==> config.mk <==
export PLATFORM = sky130hd
export DESIGN_NAME = swk_top
export DESIGN_NICKNAME = d
export VERILOG_FILES = /design/src/common/swk_pkg.sv /design/src/common/swk_wake_if.sv /design/src/swk_sync.sv /design/src/swk_qual.sv /design/src/swk_top.sv
export SDC_FILE = /design/constraint.sdc
export NUM_CORES = 1
export LEC_CHECK = 0
export ABC_AREA = 0
export BUFFER_PORTS_ARGS = -buffer_cell sky130_fd_sc_hd__buf_2
export CORE_MARGIN = 3
export CORE_UTILIZATION = 53
export DETAILED_ROUTE_END_ITERATION = 16
export GPL_ROUTABILITY_DRIVEN = 0
export GPL_TIMING_DRIVEN = 0
export HOLD_SLACK_MARGIN = 0.06
export PLACE_DENSITY = 0.9
export SKIP_LAST_GASP = 1
export SLEW_MARGIN = 30
export SYNTH_ARGS = -nofsm -noshare
export SYNTH_HDL_FRONTEND = slang
export SYNTH_HIERARCHICAL = 1
export SYNTH_SLANG_ARGS = --single-unit
==> constraint.sdc <==
create_clock -name mclk_i -period 2.85 [get_ports mclk_i]
set_input_delay 0.57 -clock mclk_i [delete_from_list [all_inputs] [get_ports mclk_i]]
set_output_delay 0.57 -clock mclk_i [all_outputs]
set_load 0.01 [all_outputs]
==> src/common/swk_pkg.sv <==
// package of constants and types for the sleep wake event logic
package swk_pkg;
   // sleep state encoding on the state input
   localparam logic [1:0] SWK_ST_S0 = 2'h0;
   localparam logic [1:0] SWK_ST_S3 = 2'h1;
   localparam logic [1:0] SWK_ST_S4 = 2'h2;
   localparam logic [1:0] SWK_ST_S5 = 2'h3;
   // wake source bit positions
   localparam int SWK_SRC_PWRBTN = 0;
   localparam int SWK_SRC_SMBALR = 1;
   localparam int SWK_SRC_PCIEWK = 2;
   localparam int SWK_SRC_WDTBTN = 3;
   localparam int SWK_SRC_GENWK = 4;
   localparam int SWK_SRC_PME = 5;
   localparam int SWK_SRC_LAN = 6;
   localparam int SWK_SRC_USB = 7;
   localparam int SWK_SRC_RTC = 8;
   localparam int SWK_NSRC = 9;
   // register offsets
   localparam logic [3:0] SWK_REG_CTRL = 4'h0;
   localparam logic [3:0] SWK_REG_STATUS = 4'h4;
   localparam logic [3:0] SWK_REG_MASK = 4'h8;
   localparam logic [3:0] SWK_REG_STATE = 4'hC;
   // control field positions
   localparam int SWK_CTL_PME_EN = 0;
   localparam int SWK_CTL_RTC_EN = 1;
   localparam int SWK_CTL_USB_EN = 2;
   localparam int SWK_CTL_USB_SBY = 3;
   localparam int SWK_CTL_LAN_EN = 4;
   localparam int SWK_CTL_W = 5;
   // reset values
   localparam logic [SWK_CTL_W-1:0] SWK_CTL_RST = 5'h00;
   localparam logic [SWK_NSRC-1:0] SWK_MASK_RST = 9'h000;
   // resume pulse length in cycles
   localparam int SWK_RESUME_CYC = 1;
   // sequencer states, gray along the usual path
   typedef enum logic [1:0] {
      SWK_IDLE = 2'b00,
      SWK_ARMED = 2'b01,
      SWK_RESUME = 2'b11,
      SWK_WAIT = 2'b10
   } swk_state_e;
endpackage : swk_pkg

==> src/common/swk_wake_if.sv <==
// interface carrying synchronised wake levels between sync and core
`timescale 1ns/100ps
interface swk_wake_if;
   import swk_pkg::*;
   logic [SWK_NSRC-1:0] level;
   modport src (output level);
   modport dst (input level);
endinterface : swk_wake_if

==> src/swk_sync.sv <==
// two-flop synchroniser and polarity fix for all wake pins
`timescale 1ns/100ps
module swk_sync
   import swk_pkg::*;
(
   input wire logic mclk_i,
   input wire logic reset_i,
   input wire logic [SWK_NSRC-1:0] raw_i,
   input wire logic [SWK_NSRC-1:0] act_low_i,
   swk_wake_if.src wake
);
   logic [SWK_NSRC-1:0] meta;
   logic [SWK_NSRC-1:0] sync;
   genvar g;
   generate
      for (g = 0; g < SWK_NSRC; g++) begin : g_bit
         // first flop feeds only the second
         always_ff @(posedge mclk_i or posedge reset_i) begin
            if (reset_i) begin
               meta[g] <= 1'b0;
               sync[g] <= 1'b0;
            end else begin
               meta[g] <= raw_i[g];
               sync[g] <= meta[g];
            end
         end
         assign wake.level[g] = sync[g] ^ act_low_i[g];
      end
   endgenerate
endmodule : swk_sync

==> src/swk_qual.sv <==
// per-source qualification of wake levels by state and enables
`timescale 1ns/100ps
module swk_qual
   import swk_pkg::*;
(
   input wire logic [1:0] state_i,
   input wire logic [SWK_CTL_W-1:0] ctrl_i,
   input wire logic pci_armed_i,
   input wire logic lan_armed_i,
   swk_wake_if.dst wake,
   output logic [SWK_NSRC-1:0] qual_o
);
   logic s3;
   logic s35;
   logic s5;
   // s4 is never a target, so only s3 and s5 are sleep
   assign s3 = (state_i == SWK_ST_S3);
   assign s5 = (state_i == SWK_ST_S5);
   assign s35 = s3 | s5;
   assign qual_o[SWK_SRC_PWRBTN] = wake.level[SWK_SRC_PWRBTN] & s35;
   assign qual_o[SWK_SRC_SMBALR] = wake.level[SWK_SRC_SMBALR] & s35;
   assign qual_o[SWK_SRC_PCIEWK] = wake.level[SWK_SRC_PCIEWK] & s35;
   assign qual_o[SWK_SRC_WDTBTN] = wake.level[SWK_SRC_WDTBTN] & s35;
   assign qual_o[SWK_SRC_GENWK] = wake.level[SWK_SRC_GENWK] & s3;
   // pme gated by enable or armed device
   assign qual_o[SWK_SRC_PME] = wake.level[SWK_SRC_PME] & s35
      & (ctrl_i[SWK_CTL_PME_EN] | pci_armed_i);
   assign qual_o[SWK_SRC_LAN] = wake.level[SWK_SRC_LAN] & s35
      & ctrl_i[SWK_CTL_LAN_EN] & lan_armed_i;
   // usb from s3 with enable and standby power
   assign qual_o[SWK_SRC_USB] = wake.level[SWK_SRC_USB] & s3
      & ctrl_i[SWK_CTL_USB_EN] & ctrl_i[SWK_CTL_USB_SBY];
   // rtc alarm from s5 only, when enabled
   assign qual_o[SWK_SRC_RTC] = wake.level[SWK_SRC_RTC] & s5 & ctrl_i[SWK_CTL_RTC_EN];
endmodule : swk_qual

==> src/swk_top.sv <==
// top of the sleep wake event logic: registers, sequencer, interrupt
//
// Notes on behaviour
// - only s3 suspend-to-ram and s5 are sleep targets; s4 is never offered.
// - power button, smbus alert, pcie wake, watchdog button wake from s3 and s5.
// - general wake input resumes from s3 only.
// - pme resumes only with pme enable set or a device armed.
// - rtc alarm wakes only when enabled and only from s5.
// - usb wakes from s3 only with enable and standby power.
// - lan wakes only once the driver armed wake-on-lan.
// - names with low suffix are active low, the rest active high.
//
// The register offsets and the strobed register port are this design's own decisions.
`timescale 1ns/100ps
module swk_top
   import swk_pkg::*;
(
   input wire logic mclk_i,
   input wire logic reset_i,
   input wire logic [1:0] sleep_state_i,
   input wire logic pwrbtn_n_i,
   input wire logic smb_alert_n_i,
   input wire logic pcie_wake_n_i,
   input wire logic wdt_btn_i,
   input wire logic gen_wake_n_i,
   input wire logic pme_n_i,
   input wire logic lan_wake_n_i,
   input wire logic usb_wake_i,
   input wire logic rtc_alarm_i,
   input wire logic pci_armed_i,
   input wire logic lan_armed_i,
   input wire logic [3:0] addr_i,
   input wire logic [31:0] wdata_i,
   input wire logic wr_i,
   input wire logic rd_i,
   output logic [31:0] rdata_o,
   output logic resume_o,
   output logic [SWK_NSRC-1:0] cause_o,
   output logic irq_o
);
   localparam logic [SWK_NSRC-1:0] ACT_LOW = 9'h077;
   logic [SWK_NSRC-1:0] raw;
   logic [SWK_NSRC-1:0] qual;
   logic [SWK_CTL_W-1:0] ctrl;
   logic [SWK_NSRC-1:0] status;
   logic [SWK_NSRC-1:0] mask;
   logic [SWK_NSRC-1:0] clr;
   logic [SWK_NSRC-1:0] hit;
   logic [1:0] st_meta;
   logic [1:0] st_sync;
   logic sleeping;
   swk_state_e state;
   swk_state_e next_state;
   swk_wake_if wake_bus ();

   // gather pins; polarity handled in sync
   assign raw = {rtc_alarm_i, usb_wake_i, lan_wake_n_i, pme_n_i, gen_wake_n_i,
                 wdt_btn_i, pcie_wake_n_i, smb_alert_n_i, pwrbtn_n_i};

   swk_sync u_sync (
      .mclk_i(mclk_i),
      .reset_i(reset_i),
      .raw_i(raw),
      .act_low_i(ACT_LOW),
      .wake(wake_bus.src)
   );

   // sleep state from another domain, two flops
   always_ff @(posedge mclk_i or posedge reset_i) begin
      if (reset_i) begin
         st_meta <= SWK_ST_S0;
         st_sync <= SWK_ST_S0;
      end else begin
         st_meta <= sleep_state_i;
         st_sync <= st_meta;
      end
   end

   swk_qual u_qual (
      .state_i(st_sync),
      .ctrl_i(ctrl),
      .pci_armed_i(pci_armed_i),
      .lan_armed_i(lan_armed_i),
      .wake(wake_bus.dst),
      .qual_o(qual)
   );

   // s4 not a recognised sleep state
   assign sleeping = (st_sync == SWK_ST_S3) || (st_sync == SWK_ST_S5);

   // sequencer: arm on sleep, one resume pulse, wait for s0
   always_comb begin
      next_state = state;
      case (state)
         SWK_IDLE: begin
            if (sleeping) begin
               next_state = SWK_ARMED;
            end
         end
         SWK_ARMED: begin
            if (!sleeping) begin
               next_state = SWK_IDLE;
            end else if (|qual) begin
               next_state = SWK_RESUME;
            end
         end
         SWK_RESUME: begin
            next_state = SWK_WAIT;
         end
         SWK_WAIT: begin
            // stays until power sequencing returns to s0, so no repeat pulse
            if (st_sync == SWK_ST_S0) begin
               next_state = SWK_IDLE;
            end
         end
         default: begin
            next_state = SWK_IDLE;
         end
      endcase
   end

   always_ff @(posedge mclk_i or posedge reset_i) begin
      if (reset_i) begin
         state <= SWK_IDLE;
      end else begin
         state <= next_state;
      end
   end

   assign resume_o = (state == SWK_RESUME);

   assign hit = (state == SWK_ARMED && sleeping) ? qual : '0;

   always_ff @(posedge mclk_i or posedge reset_i) begin
      if (reset_i) begin
         cause_o <= '0;
      end else if (state == SWK_ARMED && sleeping && |qual) begin
         cause_o <= qual;
      end
   end

   // write-one-to-clear; a new hit wins over the clear
   assign clr = (wr_i && addr_i == SWK_REG_STATUS) ? wdata_i[SWK_NSRC-1:0] : '0;

   always_ff @(posedge mclk_i or posedge reset_i) begin
      if (reset_i) begin
         status <= '0;
      end else begin
         status <= (status & ~clr) | hit;
      end
   end

   // control and mask writes
   always_ff @(posedge mclk_i or posedge reset_i) begin
      if (reset_i) begin
         ctrl <= SWK_CTL_RST;
         mask <= SWK_MASK_RST;
      end else if (wr_i) begin
         if (addr_i == SWK_REG_CTRL) begin
            ctrl <= wdata_i[SWK_CTL_W-1:0];
         end
         if (addr_i == SWK_REG_MASK) begin
            mask <= wdata_i[SWK_NSRC-1:0];
         end
      end
   end

   // read data one cycle after strobe, zero otherwise and for unmapped
   always_ff @(posedge mclk_i or posedge reset_i) begin
      if (reset_i) begin
         rdata_o <= '0;
      end else if (rd_i) begin
         case (addr_i)
            SWK_REG_CTRL: rdata_o <= {{(32-SWK_CTL_W){1'b0}}, ctrl};
            SWK_REG_STATUS: rdata_o <= {{(32-SWK_NSRC){1'b0}}, status};
            SWK_REG_MASK: rdata_o <= {{(32-SWK_NSRC){1'b0}}, mask};
            SWK_REG_STATE: rdata_o <= {28'h0000000, state, st_sync};
            default: rdata_o <= '0;
         endcase
      end else begin
         rdata_o <= '0;
      end
   end

   // level interrupt while any unmasked status bit set
   assign irq_o = |(status & mask);

   resume_pulse_a: assert property (@(posedge mclk_i) disable iff (reset_i)
      resume_o |=> !resume_o)
      else $error("resume longer than one cycle");

   // status records the cause on resume
   cause_latch_a: assert property (@(posedge mclk_i) disable iff (reset_i)
      resume_o |-> (cause_o != '0) && ((status & cause_o) == cause_o))
      else $error("cause not latched at resume");

   sleep_only_a: assert property (@(posedge mclk_i) disable iff (reset_i)
      ($rose(resume_o)) |-> $past(sleeping))
      else $error("resume without sleep state");

   // general wake never causes from s5
   gen_s3_a: assert property (@(posedge mclk_i) disable iff (reset_i)
      (st_sync == SWK_ST_S5) |-> !qual[SWK_SRC_GENWK])
      else $error("general wake qualified outside s3");

   // rtc only from s5 with enable
   rtc_s5_a: assert property (@(posedge mclk_i) disable iff (reset_i)
      qual[SWK_SRC_RTC] |-> (st_sync == SWK_ST_S5) && ctrl[SWK_CTL_RTC_EN])
      else $error("rtc wake not gated");

   // pme needs enable or armed device
   pme_gate_a: assert property (@(posedge mclk_i) disable iff (reset_i)
      qual[SWK_SRC_PME] |-> (ctrl[SWK_CTL_PME_EN] || pci_armed_i))
      else $error("pme wake not gated");

   // usb needs s3, enable and standby
   usb_gate_a: assert property (@(posedge mclk_i) disable iff (reset_i)
      qual[SWK_SRC_USB] |-> (st_sync == SWK_ST_S3) && ctrl[SWK_CTL_USB_EN]
         && ctrl[SWK_CTL_USB_SBY])
      else $error("usb wake not gated");

   lan_gate_a: assert property (@(posedge mclk_i) disable iff (reset_i)
      qual[SWK_SRC_LAN] |-> lan_armed_i && ctrl[SWK_CTL_LAN_EN])
      else $error("lan wake not gated");

   // asserted power button in armed sleep resumes next cycle
   pwrbtn_wake_a: assert property (@(posedge mclk_i) disable iff (reset_i)
      (state == SWK_ARMED && sleeping && wake_bus.level[SWK_SRC_PWRBTN]) |=> resume_o)
      else $error("power button did not resume");

   no_s4_a: assert property (@(posedge mclk_i) disable iff (reset_i)
      (st_sync == SWK_ST_S4) |-> (qual == '0))
      else $error("wake qualified in s4");

   // low level on active-low pin reads asserted after sync
   polarity_a: assert property (@(posedge mclk_i) disable iff (reset_i)
      (!pwrbtn_n_i ##1 !pwrbtn_n_i ##1 !pwrbtn_n_i) |-> wake_bus.level[SWK_SRC_PWRBTN])
      else $error("active low pin not inverted");

   // smbus alert in armed sleep resumes next cycle
   smb_wake_a: assert property (@(posedge mclk_i) disable iff (reset_i)
      (state == SWK_ARMED && sleeping && wake_bus.level[SWK_SRC_SMBALR])
         |=> resume_o)
      else $error("smbus alert did not resume");

   // pcie wake in armed sleep resumes next cycle
   pcie_wake_a: assert property (@(posedge mclk_i) disable iff (reset_i)
      (state == SWK_ARMED && sleeping && wake_bus.level[SWK_SRC_PCIEWK])
         |=> resume_o)
      else $error("pcie wake did not resume");

   // watchdog button in armed sleep resumes next cycle
   wdt_wake_a: assert property (@(posedge mclk_i) disable iff (reset_i)
      (state == SWK_ARMED && sleeping && wake_bus.level[SWK_SRC_WDTBTN])
         |=> resume_o)
      else $error("watchdog button did not resume");

   // general wake in armed s3 resumes next cycle
   gen_wake_a: assert property (@(posedge mclk_i) disable iff (reset_i)
      (state == SWK_ARMED && st_sync == SWK_ST_S3 && wake_bus.level[SWK_SRC_GENWK])
         |=> resume_o)
      else $error("general wake did not resume from s3");

   // enabled rtc alarm in armed s5 resumes next cycle
   rtc_wake_a: assert property (@(posedge mclk_i) disable iff (reset_i)
      (state == SWK_ARMED && st_sync == SWK_ST_S5 && ctrl[SWK_CTL_RTC_EN]
         && wake_bus.level[SWK_SRC_RTC]) |=> resume_o)
      else $error("rtc alarm did not resume from s5");

   // running state never qualifies a wake
   run_quiet_a: assert property (@(posedge mclk_i) disable iff (reset_i)
      (st_sync == SWK_ST_S0) |-> (qual == '0))
      else $error("wake qualified while running");

   // wait holds until s0 is reached, so no second pulse
   wait_hold_a: assert property (@(posedge mclk_i) disable iff (reset_i)
      (state == SWK_WAIT && st_sync != SWK_ST_S0) |=> (state == SWK_WAIT))
      else $error("sequencer left wait while still asleep");

   // a hit lands in status even beside a clear
   status_set_a: assert property (@(posedge mclk_i) disable iff (reset_i)
      (hit != '0) |=> ((status & $past(hit)) == $past(hit)))
      else $error("wake source not recorded in status");

   // cause takes the qualified sources of the wake cycle
   cause_take_a: assert property (@(posedge mclk_i) disable iff (reset_i)
      (state == SWK_ARMED && sleeping && |qual) |=> (cause_o == $past(qual)))
      else $error("cause does not match qualified sources");

   cause_hold_a: assert property (@(posedge mclk_i) disable iff (reset_i)
      !(state == SWK_ARMED && sleeping && |qual) |=> $stable(cause_o))
      else $error("cause changed without a wake");

   // write-one-to-clear empties the written bits when no hit competes
   status_clr_a: assert property (@(posedge mclk_i) disable iff (reset_i)
      (clr != '0 && hit == '0) |=> ((status & $past(clr)) == '0))
      else $error("status bits not cleared by write");
endmodule : swk_top

==> reports/metrics.csv <==
stage,metric,value,unit
timing,endpoints failing setup,0,
run_status,status,"complete, no violations",
timing,worst slew pin tran,0.6373,ns
timing,relative slew slack,0.5747,
drt,Routed Antenna Nets,0,
logic_synthesis,Post-Syn Instances,227,
drt,DR vias/cell,5.054,
logic_synthesis,XOR/XNOR share of the synthesized area,0.02828,
timing,Tmin final,2.066,ns
setup_path,arrival time at the worst endpoint,1.50,ns
logic_synthesis,Yosys top cell by area,dfrtp_1,
global_route,first-pass GRT wire length,9.749,mm
timing,f_max,0.4840,GHz
power_and_ir_drop,VDD IR max,0.0004352,V
cts,Clock Sinks,65,
cells_and_area,Filler cells,378,
floorplanning,Initial Util,0.5676,
cts,worst skew pair latency,0.34,ns
logic_synthesis,Commonest cells post-synth,"dfrtp_1 (65), buf_4 (23), mux2_2 (14)",
logic_synthesis,multiplexer share of the synthesized area,0.08887,
setup_path,critical path class,reg -> out,
logic_synthesis,yosys warns,6,
cells_and_area,number of diodes,0,
cts,Longest Clk Path Bufs,2,
global_route,GRT Resource Usage Total,0.2087,
flow_run,Max-Cap Viols,0,
cts,hold_buf cts,0,
cells_and_area,Multi-input gate area,1033,um2
setup_path,maximum fanout along the worst path,3,
global_route,largest net degree at the start of global routing,32,
logic_synthesis,ys flop type,dfrtp_1,
floorplanning,IO Pins,96,
cts,CTS Buf Count,9,
drt,WL final,5.743,mm
drt,DRT iter0 DRCs,137,
min_path,Tightest Hold Check Type,in -> async,
timing,"Hold Violations, Final",0,
cells_and_area,area grow syn2layout,22.89,%
setup_path,RR Endpoint,cause_o[5]$_DFFE_PP0P_,
drt,per-cell routed wire length,14.76,um
setup_path,crit end category,output port,
drt,via count,1966,
cts,CTS resizes,0,
logic_synthesis,largest family of logic cells by synthesized area,simple AND/OR/NAND/NOR gates,
cts,H-tree levels,3,
placement,Port Buf Inserts,49,
global_route,antenna violations before repair,0,
logic_synthesis,simple-gate portion of the synthesized area,0.1082,
timing,skew final,0.006312,ns
logic_synthesis,most common cell in the netlist,dfrtp_1,
drt,DRC,0,
setup_path,CP startpoint,status[4]$_DFF_PP0_,
cts,"CTS clk-pin slew, worst paths",0.07,ns
timing,final setup TNS,0,ns
floorplanning,Std-Cell Rows,25,
setup_path,crit path capture,irq_o,
cells_and_area,Reg area,1627,um2
floorplanning,Die Span X,78.53,um
logic_synthesis,Post-synth EDFFs,0,
power_and_ir_drop,Cell Pwr Density,721.9,nW/um2
timing,RSZ-0062 raised after global routing,no,
logic_synthesis,Compound-Gate Fraction of Synth Area,0.1023,
floorplanning,core area,4911,um2
floorplanning,Die Ht,78.53,um
floorplanning,Die ar.,6166,um2
setup_path,FF-to-FF Start,st_sync[0]$_DFF_PP0_,
cts,setup bufs post-CTS,0,
cells_and_area,Util after Layout,0.6976,
global_route,vias in the first global route,2034,
drt,drt pass-1 iters,6,
timing,final period utilization,0.7249,
power_and_ir_drop,Leak,1.759,nW
cts,CTS tree,yes,
logic_synthesis,ys async rst share,1.000,
global_route,"Remaining Overflow, GRT",0,
cells_and_area,layout cell share with drive strength beyond 1,0.3634,
cells_and_area,fin nets,371,
placement,hpwl dp,4.235,mm
setup_path,data required time of the worst path,2.28,ns
logic_synthesis,post-synthesis register bit count,65,
setup_path,Worst Reg-to-Reg Cells,4,
setup_path,R2R setup slack,0.90,ns
logic_synthesis,average footprint of a synthesized cell,12.28,um2
logic_synthesis,share of the synthesized area in the top cell type,0.5835,
logic_synthesis,"Seq/Total Area, Yosys",0.5835,
logic_synthesis,adder-cell share of the synthesized area,0,
logic_synthesis,largest cells by area after synthesis,"dfrtp_1 (58%), buf_4 (6.2%), mux2_2 (5.7%)",
logic_synthesis,Synth Cell Area,2788,um2
cts,root buffer cell,clkbuf_8,
setup_path,CP startpoint kind,register,
timing,"Slew Viols, Final",0,
logic_synthesis,Synth cell types,37,
## layer usage
layer / global-route usage / part of all wire / vias to the layer above
li1: - / - / 920
met1: 0.2637 / 0.41 / 941
met2: 0.3285 / 0.50 / 92
met3: 0.06078 / 0.075 / 13
met4: 0.1014 / 0.022 / 0
met5: 0 / 0 / -
## worst min path at each step
stage | from | to | slack (ns) | depth (start not counted)
after detailed placement | u_sync/meta[4]$_DFF_PP0_ | u_sync/sync[4]$_DFF_PP0_ | 0.33 | 0
after CTS | reset_i | st_meta[1]$_DFF_PP0_ | 0.22 | 2
after global routing | reset_i | mask[1]$_DFFE_PP0P_ | 0.24 | 2
final | reset_i | st_meta[1]$_DFF_PP0_ | 0.22 | 2
after global placement | st_meta[0]$_DFF_PP0_ | st_sync[0]$_DFF_PP0_ | 0.33 | 0
after floorplan | st_meta[0]$_DFF_PP0_ | st_sync[0]$_DFF_PP0_ | 0.33 | 0
## critical path, cell delays in order, from the launching register on
cell	delay (ns)
dfrtp_1	0.41
a22o_1	0.25
a221oi_1	0.20
nand3_1	0.12
buf_2	0.16
## stage by stage
stage	instances	cell area, um2	hold slack, ns	setup slack (ns)	power, W
after detailed placement	374	3249	0.3347	0.7327	0.001765
after CTS	389	3426	0.2218	0.7907	0.002481
after global routing	389	3426	0.2395	0.6908	0.002614
after floorplan	257	2900	0.3312	1.108	0.001567
after global placement	373	3229	0.3330	0.5889	0.001735
final	389	3426	0.2234	0.7839	0.002473
## flip-flops by register name, summed over array words and instances, names as in the netlist
register     cells
state            2
u_sync/meta      9
cause_o          9
mask             9
ctrl             5
rdata_o          9
status           9
st_meta          2
u_sync/sync      9
st_sync          2
## kinds of logic (layout without fill, tap and decap cells)
logic type                Yosys count  in the layout
other                               2             32
and+or+nand+nor                    53             53
DFF                                65             65
buffers and inverters              40            105
xor gates and xnor gates            9              9
AOI/OAI and AO/OA                  35             35
muxes                              23             23
## area by class of cell
cell class / instances / share of cell area
Clock buffer: 11 / 0.03835
Inverter: 11 / 0.01205
Multi-Input combinational cell: 152 / 0.3017
Sequential cell: 65 / 0.4748
Buffer: 29 / 0.05807
Clock inverter: 4 / 0.01315
Timing Repair Buffer: 50 / 0.07743
Tap cell: 67 / 0.02447
## cells in the final DEF (no fill, tap or decap), types with 10 or more instances in the layout
master   synthesis  final
mux2_2          14     14
dfrtp_1         65     65
inv_1           11     10
buf_4           23     23
conb_1           2     32
nand2_1         11     11
buf_2            3     52
nor2_1          11     11
## power breakdown
part           internal, W  switching [W]  leakage, nW  total (W)
Combinational     0.000263       0.000254        0.856   0.000517
Clock             0.000395       0.000322       0.0929   0.000717
Sequential         0.00110       0.000139        0.810    0.00124
(Power assumes the default switching activity.)
